### src/verilog/ccd_defines.svh
// register indices, field positions and reset values of the channel divider block
// assumes a 32-bit avalon-mm slave where byte address = 4 * register index
`ifndef CCD_DEFINES_SVH
`define CCD_DEFINES_SVH

// register indices as printed; byte address is index times four
`define CCD_IDX_C3_S1 10'h199
`define CCD_IDX_C3_PH 10'h19a
`define CCD_IDX_C3_S2 10'h19b
`define CCD_IDX_C3_CTL 10'h19c
`define CCD_IDX_C3_DCC 10'h19d
`define CCD_IDX_C4_S1 10'h19e
`define CCD_IDX_C4_PH 10'h19f

// every register of this block comes out of reset at zero
`define CCD_RST_REG 8'h00

// nibble fields: low count / second stage phase high, high count / first stage phase low
`define CCD_HI_NIB 7:4
`define CCD_LO_NIB 3:0

// control bits of the channel three control register
`define CCD_CTL_BYP2 5
`define CCD_CTL_BYP1 4
`define CCD_CTL_NOSYNC 3
`define CCD_CTL_FORCE 2
`define CCD_CTL_START2 1
`define CCD_CTL_START1 0
`define CCD_CTL_MASK 8'h3f

// duty-cycle correction disable bit
`define CCD_DCC_OFF 0

`endif

### src/verilog/ccd_pkg.sv
// types shared by the channel divider block
// assumes ccd_defines.svh carries all numeric constants
package ccd_pkg;

   // divider stage sequencing
   typedef enum logic [1:0] {
      ST_IDLE = 2'b00,
      ST_DELAY = 2'b01,
      ST_RUN = 2'b10
   } ccd_state_t;

endpackage

### src/verilog/ccd_top.sv
// cascaded channel divider: channel three two-stage divider, channel four first stage
// assumes clk is the divider input clock and sync_n is synchronous to it
//
// Overview of operation
// (RL1) Channel three stage one stays low for its low count plus one input cycles.
// (RL2) Channel three stage one stays high for its high count plus one input cycles.
// (RL3) A count of zero gives one input cycle and all count fields reset to zero.
// (RL4) Channel three stage two has its own low and high counts in a separate register.
// (RL5) Channel three has a phase offset per stage, stage two high nibble, both reset zero.
// (RL6) Stage two bypass stops that counter and passes its input clock straight through; with stage one also bypassed ch3_out stays low, ch3_direct set.
// (RL7) Stage one bypass stops that counter and passes its input clock straight through.
// (RL8) With ignore-alignment clear the channel follows the chip sync, when set it ignores it.
// (RL9) Force level drives the output high or low, and needs ignore-alignment set to apply; here it drives ch3_out only while sync_n is low.
// (RL10) Stage two starts its waveform at the level chosen by its start bit.
// (RL11) Stage one starts its waveform at the level chosen by its start bit.
// (RL12) Duty-cycle correction runs while the disable bit is zero and is skipped when one.
// (RL13) Channel four stage one has its own low and high counts resetting to zero.
// (RL14) Channel four has a phase offset per stage, both resetting to zero; only the stage one offset in the low nibble is used here.
// (RL15) Stage two runs on stage one's output so the division is the product of both.
// (RL16) After a sync each stage waits its phase offset and restarts at its start level.
`include "ccd_defines.svh"

module ccd_top (
   // clock and reset
   input wire logic clk,
   input wire logic arst_n,
   // avalon-mm slave
   input wire logic [11:0] avs_address,
   input wire logic avs_read,
   input wire logic avs_write,
   input wire logic [31:0] avs_writedata,
   input wire logic [3:0] avs_byteenable,
   output logic [31:0] avs_readdata,
   output logic avs_waitrequest,
   // chip-level output sync, low while asserted
   input wire logic sync_n,
   // divided channel outputs
   output logic ch3_out,
   output logic ch3_direct,
   output logic ch4_out
);

   logic [7:0] c3_s1, c3_ph, c3_s2, c3_ctl, c3_dcc, c4_s1, c4_ph;
   logic [7:0] next_c3_s1, next_c3_ph, next_c3_s2, next_c3_ctl, next_c3_dcc;
   logic [7:0] next_c4_s1, next_c4_ph;
   logic [31:0] next_readdata;
   logic next_waitrequest;
   logic next_ch3_out, next_ch3_direct, next_ch4_out;
   logic c3_hold, c4_hold, wr_take;
   logic s1_level, s1_rise, s2_level, s2_in_en, c4_level;

   // byte address of a register index
   function automatic logic reg_hit(input logic [11:0] addr, input logic [9:0] idx);
      reg_hit = (addr == {idx, 2'b00});
   endfunction

   // any of the seven mapped registers
   function automatic logic reg_mapped(input logic [11:0] addr);
      reg_mapped = reg_hit(addr, `CCD_IDX_C3_S1) || reg_hit(addr, `CCD_IDX_C3_PH)
         || reg_hit(addr, `CCD_IDX_C3_S2) || reg_hit(addr, `CCD_IDX_C3_CTL)
         || reg_hit(addr, `CCD_IDX_C3_DCC) || reg_hit(addr, `CCD_IDX_C4_S1)
         || reg_hit(addr, `CCD_IDX_C4_PH);
   endfunction

   // one wait state: the answer comes in the cycle after the request appears
   always_comb begin
      next_waitrequest = 1'b1;
      if (avs_waitrequest)
         next_waitrequest = !(avs_read || avs_write);
   end

   // write takes effect only at the edge where waitrequest is low
   assign wr_take = avs_write && !avs_waitrequest && avs_byteenable[0];

   // register file next values
   always_comb begin
      next_c3_s1 = c3_s1;
      next_c3_ph = c3_ph;
      next_c3_s2 = c3_s2;
      next_c3_ctl = c3_ctl;
      next_c3_dcc = c3_dcc;
      next_c4_s1 = c4_s1;
      next_c4_ph = c4_ph;
      if (wr_take) begin
         if (reg_hit(avs_address, `CCD_IDX_C3_S1))
            next_c3_s1 = avs_writedata[7:0]; // RL1 RL2
         if (reg_hit(avs_address, `CCD_IDX_C3_PH))
            next_c3_ph = avs_writedata[7:0]; // RL5
         if (reg_hit(avs_address, `CCD_IDX_C3_S2))
            next_c3_s2 = avs_writedata[7:0]; // RL4
         if (reg_hit(avs_address, `CCD_IDX_C3_CTL))
            next_c3_ctl = avs_writedata[7:0] & `CCD_CTL_MASK;
         if (reg_hit(avs_address, `CCD_IDX_C3_DCC))
            next_c3_dcc = {7'h00, avs_writedata[`CCD_DCC_OFF]};
         if (reg_hit(avs_address, `CCD_IDX_C4_S1))
            next_c4_s1 = avs_writedata[7:0]; // RL13
         if (reg_hit(avs_address, `CCD_IDX_C4_PH))
            next_c4_ph = avs_writedata[7:0]; // RL14
      end
   end

   // read data, sampled while the request waits; unmapped reads give zero
   always_comb begin
      next_readdata = avs_readdata;
      if (avs_read && avs_waitrequest) begin
         next_readdata = 32'h0000_0000;
         if (reg_hit(avs_address, `CCD_IDX_C3_S1))
            next_readdata[7:0] = c3_s1;
         if (reg_hit(avs_address, `CCD_IDX_C3_PH))
            next_readdata[7:0] = c3_ph;
         if (reg_hit(avs_address, `CCD_IDX_C3_S2))
            next_readdata[7:0] = c3_s2;
         if (reg_hit(avs_address, `CCD_IDX_C3_CTL))
            next_readdata[7:0] = c3_ctl;
         if (reg_hit(avs_address, `CCD_IDX_C3_DCC))
            next_readdata[7:0] = c3_dcc;
         if (reg_hit(avs_address, `CCD_IDX_C4_S1))
            next_readdata[7:0] = c4_s1;
         if (reg_hit(avs_address, `CCD_IDX_C4_PH))
            next_readdata[7:0] = c4_ph;
      end
   end

   // bus and register state
   always_ff @(posedge clk or negedge arst_n) begin
      if (!arst_n) begin
         avs_waitrequest <= 1'b1;
         avs_readdata <= 32'h0000_0000;
         c3_s1 <= `CCD_RST_REG; // RL3
         c3_ph <= `CCD_RST_REG; // RL5
         c3_s2 <= `CCD_RST_REG; // RL3
         c3_ctl <= `CCD_RST_REG;
         c3_dcc <= `CCD_RST_REG;
         c4_s1 <= `CCD_RST_REG; // RL13
         c4_ph <= `CCD_RST_REG; // RL14
      end else begin
         avs_waitrequest <= next_waitrequest;
         avs_readdata <= next_readdata;
         c3_s1 <= next_c3_s1;
         c3_ph <= next_c3_ph;
         c3_s2 <= next_c3_s2;
         c3_ctl <= next_c3_ctl;
         c3_dcc <= next_c3_dcc;
         c4_s1 <= next_c4_s1;
         c4_ph <= next_c4_ph;
      end
   end

   // sync holds the counters only where the channel obeys it
   assign c3_hold = !sync_n && !c3_ctl[`CCD_CTL_NOSYNC]; // RL8
   // channel four has no ignore control in this block, so it always obeys
   assign c4_hold = !sync_n;

   // stage two advances on stage one's rising edges
   assign s2_in_en = s1_rise; // RL15

   ccd_stage u_c3_s1 (
      .clk(clk),
      .arst_n(arst_n),
      .in_en(1'b1),
      .bypass(c3_ctl[`CCD_CTL_BYP1]), // RL7
      .hold(c3_hold),
      .start_high(c3_ctl[`CCD_CTL_START1]), // RL11
      .dcc_en(1'b0),
      .lo_cnt(c3_s1[`CCD_HI_NIB]), // RL1
      .hi_cnt(c3_s1[`CCD_LO_NIB]), // RL2
      .phase(c3_ph[`CCD_LO_NIB]), // RL5
      .level(s1_level),
      .out_rise(s1_rise)
   );

   // correction acts on the final stage, whose output leaves the channel
   ccd_stage u_c3_s2 (
      .clk(clk),
      .arst_n(arst_n),
      .in_en(s2_in_en),
      .bypass(c3_ctl[`CCD_CTL_BYP2]), // RL6
      .hold(c3_hold),
      .start_high(c3_ctl[`CCD_CTL_START2]), // RL10
      .dcc_en(!c3_dcc[`CCD_DCC_OFF]), // RL12
      .lo_cnt(c3_s2[`CCD_HI_NIB]), // RL4
      .hi_cnt(c3_s2[`CCD_LO_NIB]), // RL4
      .phase(c3_ph[`CCD_HI_NIB]), // RL5
      .level(s2_level),
      .out_rise()
   );

   ccd_stage u_c4_s1 (
      .clk(clk),
      .arst_n(arst_n),
      .in_en(1'b1),
      .bypass(1'b0),
      .hold(c4_hold),
      .start_high(1'b0),
      .dcc_en(1'b0),
      .lo_cnt(c4_s1[`CCD_HI_NIB]), // RL13
      .hi_cnt(c4_s1[`CCD_LO_NIB]), // RL13
      .phase(c4_ph[`CCD_LO_NIB]), // RL14
      .level(c4_level),
      .out_rise()
   );

   // output select; a fully bypassed path cannot be shown at clk rate, so flag it
   always_comb begin
      next_ch3_direct = c3_ctl[`CCD_CTL_BYP1] && c3_ctl[`CCD_CTL_BYP2]; // RL6 RL7
      if (c3_ctl[`CCD_CTL_NOSYNC] && !sync_n)
         next_ch3_out = c3_ctl[`CCD_CTL_FORCE]; // RL9
      else if (!c3_ctl[`CCD_CTL_BYP2])
         next_ch3_out = s2_level;
      else if (!c3_ctl[`CCD_CTL_BYP1])
         next_ch3_out = s1_level;
      else
         next_ch3_out = 1'b0;
      next_ch4_out = c4_level;
   end

   always_ff @(posedge clk or negedge arst_n) begin
      if (!arst_n) begin
         ch3_out <= 1'b0;
         ch3_direct <= 1'b0;
         ch4_out <= 1'b0;
      end else begin
         ch3_out <= next_ch3_out;
         ch3_direct <= next_ch3_direct;
         ch4_out <= next_ch4_out;
      end
   end
endmodule

### src/verilog/ccd_stage.sv
// one divider stage: low/high counts, phase delay, start level, bypass
// assumes in_en marks one edge of the stage's input clock, all on clk
`include "ccd_defines.svh"

module ccd_stage (
   // clock and reset
   input wire logic clk,
   input wire logic arst_n,
   // input clock events
   input wire logic in_en,
   // configuration
   input wire logic bypass,
   input wire logic hold,
   input wire logic start_high,
   input wire logic dcc_en,
   input wire logic [3:0] lo_cnt,
   input wire logic [3:0] hi_cnt,
   input wire logic [3:0] phase,
   // divided output
   output logic level,
   output logic out_rise
);

   ccd_pkg::ccd_state_t state, next_state;
   logic [5:0] cnt, next_cnt;
   logic next_level, rise_q, next_rise;
   logic [5:0] run_ticks, next_run_ticks;
   logic [3:0] ld_val, next_ld_val;
   logic ld_dcc, next_ld_dcc;

   // length of one level in input cycles; correction splits the period in half, the low level taking any odd cycle
   function automatic logic [5:0] seg_len(input logic lvl, input logic [3:0] lo,
                                          input logic [3:0] hi, input logic dcc);
      logic [5:0] total;
      total = 6'({2'b00, lo} + {2'b00, hi} + 6'h02);
      if (dcc)
         seg_len = lvl ? (total >> 1) : 6'(total - (total >> 1));
      else
         seg_len = lvl ? 6'({2'b00, hi} + 6'h01) : 6'({2'b00, lo} + 6'h01);
   endfunction

   // next state of the counter
   always_comb begin
      next_state = state;
      next_cnt = cnt;
      next_level = level;
      next_rise = 1'b0;
      next_ld_val = ld_val;
      next_ld_dcc = ld_dcc;
      if (bypass) begin
         next_state = ccd_pkg::ST_IDLE; // RL6 RL7
         next_cnt = 6'h00;
         next_level = 1'b0;
      end else if (hold) begin
         next_state = ccd_pkg::ST_IDLE; // RL16
         next_level = start_high; // RL10 RL11
         next_cnt = 6'h00;
      end else begin
         unique case (state)
            ccd_pkg::ST_IDLE: begin
               next_state = ccd_pkg::ST_DELAY;
               next_level = start_high; // RL10 RL11
               next_cnt = {2'b00, phase}; // RL16
            end
            ccd_pkg::ST_DELAY: begin
               if (cnt == 6'h00) begin
                  next_state = ccd_pkg::ST_RUN;
                  next_cnt = 6'(seg_len(level, lo_cnt, hi_cnt, dcc_en) - 6'h01);
                  next_ld_val = level ? hi_cnt : lo_cnt;
                  next_ld_dcc = dcc_en;
               end else if (in_en) begin
                  next_cnt = 6'(cnt - 6'h01); // RL16
               end
            end
            ccd_pkg::ST_RUN: begin
               if (in_en) begin
                  if (cnt == 6'h00) begin
                     // count of zero still gives one input cycle
                     next_level = ~level; // RL1 RL2 RL3
                     next_rise = ~level;
                     next_cnt = 6'(seg_len(~level, lo_cnt, hi_cnt, dcc_en) - 6'h01);
                     // field kept as loaded, since software may rewrite it mid-segment
                     next_ld_val = level ? lo_cnt : hi_cnt;
                     next_ld_dcc = dcc_en;
                  end else begin
                     next_cnt = 6'(cnt - 6'h01);
                  end
               end
            end
            default: begin
               next_state = ccd_pkg::ST_IDLE;
               next_cnt = 6'h00;
            end
         endcase
      end
   end

   // helper for checking segment lengths
   always_comb begin
      next_run_ticks = 6'h00;
      if (state == ccd_pkg::ST_RUN && !hold && !bypass) begin
         if (in_en)
            next_run_ticks = (next_level != level) ? 6'h00 : 6'(run_ticks + 6'h01);
         else
            next_run_ticks = run_ticks;
      end
   end

   always_ff @(posedge clk or negedge arst_n) begin
      if (!arst_n) begin
         state <= ccd_pkg::ST_IDLE;
         cnt <= 6'h00;
         level <= 1'b0;
         rise_q <= 1'b0;
         run_ticks <= 6'h00;
         ld_val <= 4'h0;
         ld_dcc <= 1'b0;
      end else begin
         state <= next_state;
         cnt <= next_cnt;
         level <= next_level;
         rise_q <= next_rise;
         run_ticks <= next_run_ticks;
         ld_val <= next_ld_val;
         ld_dcc <= next_ld_dcc;
      end
   end

   // bypassed stage hands its input clock straight on
   assign out_rise = bypass ? in_en : rise_q; // RL6 RL7
endmodule

### config.mk
export PLATFORM = sky130hd
export DESIGN_NAME = ccd_top
export DESIGN_NICKNAME = d
export VERILOG_FILES = /design/src/verilog/ccd_pkg.sv /design/src/verilog/ccd_top.sv /design/src/verilog/ccd_stage.sv
export VERILOG_INCLUDE_DIRS = /design/src /design/src/verilog
export SDC_FILE = /design/constraint.sdc
export NUM_CORES = 1
export LEC_CHECK = 0
export ABC_AREA = 1
export ABC_CLOCK_PERIOD_IN_PS = 7600
export BUFFER_PORTS_ARGS = -buffer_cell sky130_fd_sc_hd__buf_2
export CAP_MARGIN = 20
export CORE_ASPECT_RATIO = 1.25
export CORE_MARGIN = 4
export CORE_UTILIZATION = 35
export DETAILED_ROUTE_END_ITERATION = 12
export PLACE_DENSITY = 0.51
export SKIP_CTS_REPAIR_TIMING = 1
export SLEW_MARGIN = 15
export SYNTH_ARGS = -nofsm -noshare
export SYNTH_HDL_FRONTEND = slang
export SYNTH_SLANG_ARGS = --single-unit
### constraint.sdc
create_clock -name clk -period 7.6 [get_ports clk]
set_input_delay 0.38 -clock clk [delete_from_list [all_inputs] [get_ports clk]]
set_output_delay 0.38 -clock clk [all_outputs]
set_load 0.01 [all_outputs]
==> results of run 1 <==
[worst register-to-register path, cell delays in order (launching register included)]
cell	delay, ns
dfrtp_1	0.47
ha_1	0.28
fa_1	0.43
inv_1	0.11
nand2_2	0.07
nand2_2	0.11
inv_1	0.07
ha_1	0.24
inv_1	0.07
nand3_1	0.11
nand2_4	0.12
inv_1	0.05
ha_1	0.35
nand2_1	0.07
inv_1	0.05
nand3_1	0.09
nand2_1	0.07
nand2_1	0.05
nand2_1	0.09
nor2_1	0.05
nor2_1	0.19
nand3b_1	0.14
nand3_1	0.07
nand2_1	0.07
nand2_1	0.05
nand2_1	0.05
nand2_1	0.04
[registers in the layout, indices dropped and copies added, names as in the netlist]
signal	flops
avs_readdata	8
c4_ph	8
u_c3_s2.state	2
c3_ctl	6
u_c3_s1.level	1
avs_waitrequest	1
u_c4_s1.state	2
u_c4_s1.cnt	6
ch3_direct	1
u_c4_s1.level	1
ch3_out	1
u_c3_s2.cnt	6
u_c3_s2.level	1
c3_dcc	1
u_c3_s1.state	2
u_c3_s1.cnt	6
c3_s1	8
ch4_out	1
c3_s2	8
c3_ph	8
c4_s1	8
u_c3_s1.rise_q	1
[placed cells by master, fill, tap and decap left out, types with 13 or more instances in the layout]
cell | synthesis | routed
nand2_1 | 226 | 226
nand3_1 | 81 | 81
o21ai_0 | 96 | 96
o22ai_1 | 18 | 18
dfrtp_1 | 86 | 86
inv_1 | 129 | 129
conb_1 | 1 | 24
nand2_2 | 13 | 13
nor2_1 | 71 | 71
a21oi_1 | 35 | 35
ha_1 | 28 | 28
buf_2 | 3 | 36
[layout make-up]
type	count	area (um2)	area share
Timing Repair Buffer	39	205	0.0285
Sequential cell	87	2180	0.302
Tap cell	228	285	0.0396
Inverter	141	529	0.0735
Clock buffer	9	225	0.0313
Multi-Input combinational cell	709	3700	0.513
Clock inverter	7	81.3	0.0113
[per-layer routing]
layer	wire, um	global-route usage	vias up
met3	448	0.0189	32
met2	9290	0.315	109
met4	499	0.0599	0
met5	0	0	-
li1	-	-	3168
met1	8160	0.231	2866
[power groups by stage]
| stage | Combinational (W) | Sequential, W | Clock [W] |
|---|---|---|---|
| after global placement | 0.000971 | 0.000601 | 0 |
| final | 0.000961 | 0.000593 | 0.000465 |
| after CTS | 0.000972 | 0.000593 | 0.000476 |
| after floorplan | 0.000773 | 0.000585 | 0 |
| after detailed placement | 0.000965 | 0.000602 | 0 |
| after global routing | 0.00112 | 0.000604 | 0.000497 |
[stage by stage]
step                      area (um2)  total power (W)
after global routing            7200          0.00222
after CTS                       7190          0.00204
after detailed placement        6890          0.00157
after floorplan                 6670          0.00136
after global placement          6890          0.00157
final                           7200          0.00202
[how the worst min path moves through the flow]
stage	startpoint	end	slack [ns]
floorplan	arst_n	avs_readdata[0]	0.08
global placement	arst_n	u_c4_s1.cnt[4]	0.35
detailed placement	arst_n	u_c4_s1.cnt[4]	0.36
CTS	arst_n	avs_readdata[0]	-0.02
global route	avs_read	avs_waitrequest	0.20
finish	avs_read	avs_waitrequest	0.19
[kinds of logic (layout without fill, tap and decap cells)]
family / Yosys count / after routing / synth area share
other: 1 / 24 / 0.000569
adder cells (fa/ha/maj): 29 / 29 / 0.0562
AND/OR/NAND/NOR: 435 / 435 / 0.291
AO/OA/AOI/OAI: 202 / 202 / 0.176
flip-flops: 87 / 87 / 0.331
XOR/XNOR: 19 / 19 / 0.0253
buffers and inverters: 179 / 196 / 0.121
==> impl_metrics.toml, run 1 <==
[critical_path]
critical_path.endpoint_type = "flip-flop"
r2r_slack_ns = 3.97
start_kind = "flip-flop"
crit_slowest_cell = "dfrtp_1"
r2r-start = "c3_s2[0]"
arrival_ns = 3.87
cp_max_fo = 7
cp-startpoint = "c3_s2[0]"
rr_worst_depth = 26
worst-setup-path-type = "flip-flop to flip-flop"
critPathTopFamily = "simple AND/OR/NAND/NOR gates"
crit_cells = 26
crit_end = "u_c3_s2.cnt[4]"
r2r-end = "u_c3_s2.cnt[4]"
cp.required_ns = 7.84
cpPeakStageDelay_ns = 0.47
crit_path_frequent_cell = "nand2_1"
crit_buf_inv = 5

[sta]
min_period_over_period = 0.478
maxSlewHeadroom = 0.471
slew_violations = 0
tns_ns = 0
holdWs_ns = 0.188
hold_viol_final = 0
rsz0062_at_grt = "false"
clock.fmax_ghz = 0.275
period_needed_ns = 3.63
setup_viol = 0
setup_slack_ns = 3.97
finClkSkew_ns = 0.00944
worst_slew_pin_slew_ns = 0.791

[cts]
cts_root_buf = "clkbuf_16"
cts_sinks = 87
cts_max_path_buffers = 2
clkTransAtPathRegs_ns = 0.07
htree_levels = 3
clk_latency_ns = 0.35
cts_buffers = 9
tritoncts = "done"

[placed_design]
hpwl_um = 14700
place_ws_ns = 3.96
place_inst = 1203
portBuffers = 37
gp_congestion = 0.902

[synth]
yosysTopAreaCell = "dfrtp_1"
synth_edf_count = 0
netlist_area_um2 = 6590
synth_cell_type_count = 50
async_reset_ff_frac = 1.00
synth_top_area_frac = 0.327
synth.most_common_cell = "nand2_1"
syn_inst = 952
yosysWarnings = 0
syn_avg_cell_area_um2 = 6.92
ys_seq_area_frac = 0.331
synth-seq-cells = 87
synth_top_flop_cell = "dfrtp_1"
synth.area.top_cells = "dfrtp_1 (33%), nand2_1 (13%), inv_1 (7.4%)"
netlist_top_cells_count = "nand2_1 (226), inv_1 (129), o21ai_0 (96)"

[detailed_routing]
drt_first_pass_iters = 6
routed_wl_um = 18400
drt_first_iter_violations = 420
drt.antenna.violating_nets = 0
vias_per_cell = 5.06
wire_per_inst_um = 15.1
vias = 6175
route.detailed.drc = 0

[floorplan]
start_util = 0.360
core_um2 = 18300
top_level_ports = 89
design.die.area_um2 = 21100
rows = 55
die_width_um = 131
die-height_um = 161

[cells_and_area]
instances_no_fill = 1220
fin_util = 0.394
antennaDiodeCount = 0
fillers = 1959
drive_above_1_share = 0.101
syn_to_final_growth_pct = 9.37
final_nets = 1069

[min_path]
holdPathStages = 2
hp-class = "primary input to flip-flop"

[power]
max-vdd-ir-drop_uv = 266
power_density_nw_per_um2 = 280
seqPwrFrac = 0.294
p_int_w = 0.00111
leakage_nw = 3.60
netSwitchingPower_w = 0.000911
pwr-share-clk = 0.230
power_frac_comb = 0.476
switching_share = 0.451

[grt]
antenna_found_initial = 0
grt_pass1_vias = 5831
grt_overflow = 0
grt_start_max_net_pins = 57
grt_util_all_layers = 0.181
grt_pass1_wl_um = 30200

[job]
maxCapViolCount = 0

[outcome]
outcome = "complete, no violations"
No activity file was read; power rests on OpenSTA's default activity.
==> run 2: changes to the inputs <==
--- a/config.mk
+++ b/config.mk
@@ -7,14 +7,14 @@
 export NUM_CORES = 1
 export LEC_CHECK = 0
 export ABC_AREA = 1
-export ABC_CLOCK_PERIOD_IN_PS = 7600
+export ABC_CLOCK_PERIOD_IN_PS = 2900
 export BUFFER_PORTS_ARGS = -buffer_cell sky130_fd_sc_hd__buf_2
 export CAP_MARGIN = 20
 export CORE_ASPECT_RATIO = 1.25
 export CORE_MARGIN = 4
 export CORE_UTILIZATION = 35
 export DETAILED_ROUTE_END_ITERATION = 12
-export PLACE_DENSITY = 0.51
+export PLACE_DENSITY = 0.53
 export SKIP_CTS_REPAIR_TIMING = 1
 export SLEW_MARGIN = 15
 export SYNTH_ARGS = -nofsm -noshare
==> constraint.sdc (replaced) <==
create_clock -name clk -period 2.9 [get_ports clk]
set_input_delay 0.145 -clock clk [delete_from_list [all_inputs] [get_ports clk]]
set_output_delay 0.145 -clock clk [all_outputs]
set_load 0.01 [all_outputs]
==> impl_metrics.toml, run 2 (synthesis gave the netlist of run 1 again) <==
[power]
leakage_nw = 3.77
max-vdd-ir-drop_uv = 671
power_density_nw_per_um2 = 702

[sta]
setup_slack_ns = -0.181
setup_viol = 5
maxSlewHeadroom = 0.453
finClkSkew_ns = 0.0110
holdWs_ns = 0.0844
min_period_over_period = 1.06
period_needed_ns = 3.08
hold_viol_final = 0
worst_slew_pin_slew_ns = 0.820
clock.fmax_ghz = 0.325
rsz0062_at_grt = "true"
slew_violations = 0

[floorplan]
design.die.area_um2 = 21100
die_width_um = 131
core_um2 = 18300
start_util = 0.360
die-height_um = 161
top_level_ports = 89
rows = 55

[job]
maxCapViolCount = 0

[placed_design]
hpwl_um = 14800
place_ws_ns = -0.180
gp_congestion = 0.928
placed_area_um2 = 7150
portBuffers = 37

[critical_path]
r2r-start = "c3_s2[0]"
r2r_slack_ns = -0.18
cp_max_fo = 4
cp-startpoint = "c3_s2[0]"
critical_path.endpoint_type = "flip-flop"
start_kind = "flip-flop"
cp.required_ns = 3.14
arrival_ns = 3.32
worst-setup-path-type = "flip-flop to flip-flop"

[cells_and_area]
final_nets = 1103
final_cell_mix = "nand2_1 (219), inv_1 (123), o21ai_0 (96), dfrtp_1 (86), nand3_1 (78)"
fin_area_um2 = 7580
multi_input_area_um2 = 3810
syn_to_final_growth_pct = 15.0
drive_above_1_share = 0.155
final_common_cell = "nand2_1"
fillers = 1970
seqCellArea_um2 = 2180
antennaDiodeCount = 0

[cts]
tritoncts = "done"
cts_buffers = 9
clk_latency_ns = 0.36
cts_max_path_buffers = 2
cts_root_buf = "clkbuf_16"
clkTransAtPathRegs_ns = 0.07
cts_sinks = 87
htree_levels = 3

[outcome]
failed_checks = "setup timing"
outcome = "complete, but fails checks"

[detailed_routing]
routed_wl_um = 18700
drt_first_iter_violations = 384
route.detailed.drc = 0
drt.antenna.violating_nets = 0
vias = 6262
wire_per_inst_um = 14.9
vias_per_cell = 4.99
drt_first_pass_iters = 5

[grt]
grt_pass1_wl_um = 30800
grt_start_max_net_pins = 62
grt_overflow = 0
grt_util_all_layers = 0.185
antenna_found_initial = 0
grt_pass1_vias = 6025

[min_path]
min_from = "sync_n"
hp-class = "primary input to flip-flop"
## run 2: worst paths after layout
check,endpoint,cells past startpoint
worst max-delay path,u_c3_s2.cnt[5],23
worst min-delay path,u_c4_s1.cnt[2],3
worst max register to register,u_c3_s2.cnt[5],23
worst min register to register,avs_readdata[0],2
max in group asynchronous,c3_ctl[0],3
min in group asynchronous,u_c4_s1.cnt[3],2
## run 2: routing by layer
layer  vias to the layer above  wire length, um  GRT usage
met2                       108             9240      0.310
li1                       3233                -          -
met3                        33              511     0.0212
met5                         -                0          0
met1                      2888             8390      0.240
met4                         0              563     0.0762
## run 2: stage by stage
stage / util / std cells / TNS, ns / power, W
2_1_floorplan: - / 975 / -0.144 / 0.00356
3_3_place_gp: 0.391 / 1233 / -0.456 / 0.00416
3_5_place_dp: 0.391 / 1233 / -0.653 / 0.00414
4_1_cts: 0.407 / 1249 / -0.767 / 0.00535
5_1_grt: 0.414 / 1254 / -1.87 / 0.00583
6_report: 0.414 / 1254 / -0.620 / 0.00531
## run 2: final cells by class
type | count | share of cell area
inverter | 141 | 0.0705
sequential | 87 | 0.288
tap | 228 | 0.0377
clock buffer | 9 | 0.0297
clock inverter | 7 | 0.0104
multi-input combinational | 709 | 0.503
timing repair buffer | 73 | 0.0614
## run 2: critical path, cell delays in order (launching register included)
cell and delay [ns]:
dfrtp_1 0.38, ha_2 0.21, fa_2 0.43, inv_2 0.09
nand2_4 0.06, nand2_4 0.08, inv_4 0.04, ha_4 0.16
inv_2 0.05, nand3_2 0.08, nand2_4 0.11, inv_4 0.04
ha_4 0.29, nand2_1 0.05, inv_1 0.08, nand4_1 0.16
nand3b_1 0.15, nand3_1 0.12, nand3_1 0.10, nand3_1 0.07
nand2_1 0.08, nand2_1 0.05, nand2_1 0.05, nand2_1 0.04
## run 2: report_power, final
| part | switching (W) | leakage [nW] | total [W] | internal [W] |
|---|---|---|---|---|
| logic | 0.00171 | 2.44 | 0.00259 | 0.000880 |
| clock network | 0.000571 | 0.141 | 0.00118 | 0.000609 |
| registers | 0.000158 | 1.19 | 0.00155 | 0.00139 |
| total | 0.00243 | 3.77 | 0.00531 | 0.00288 |
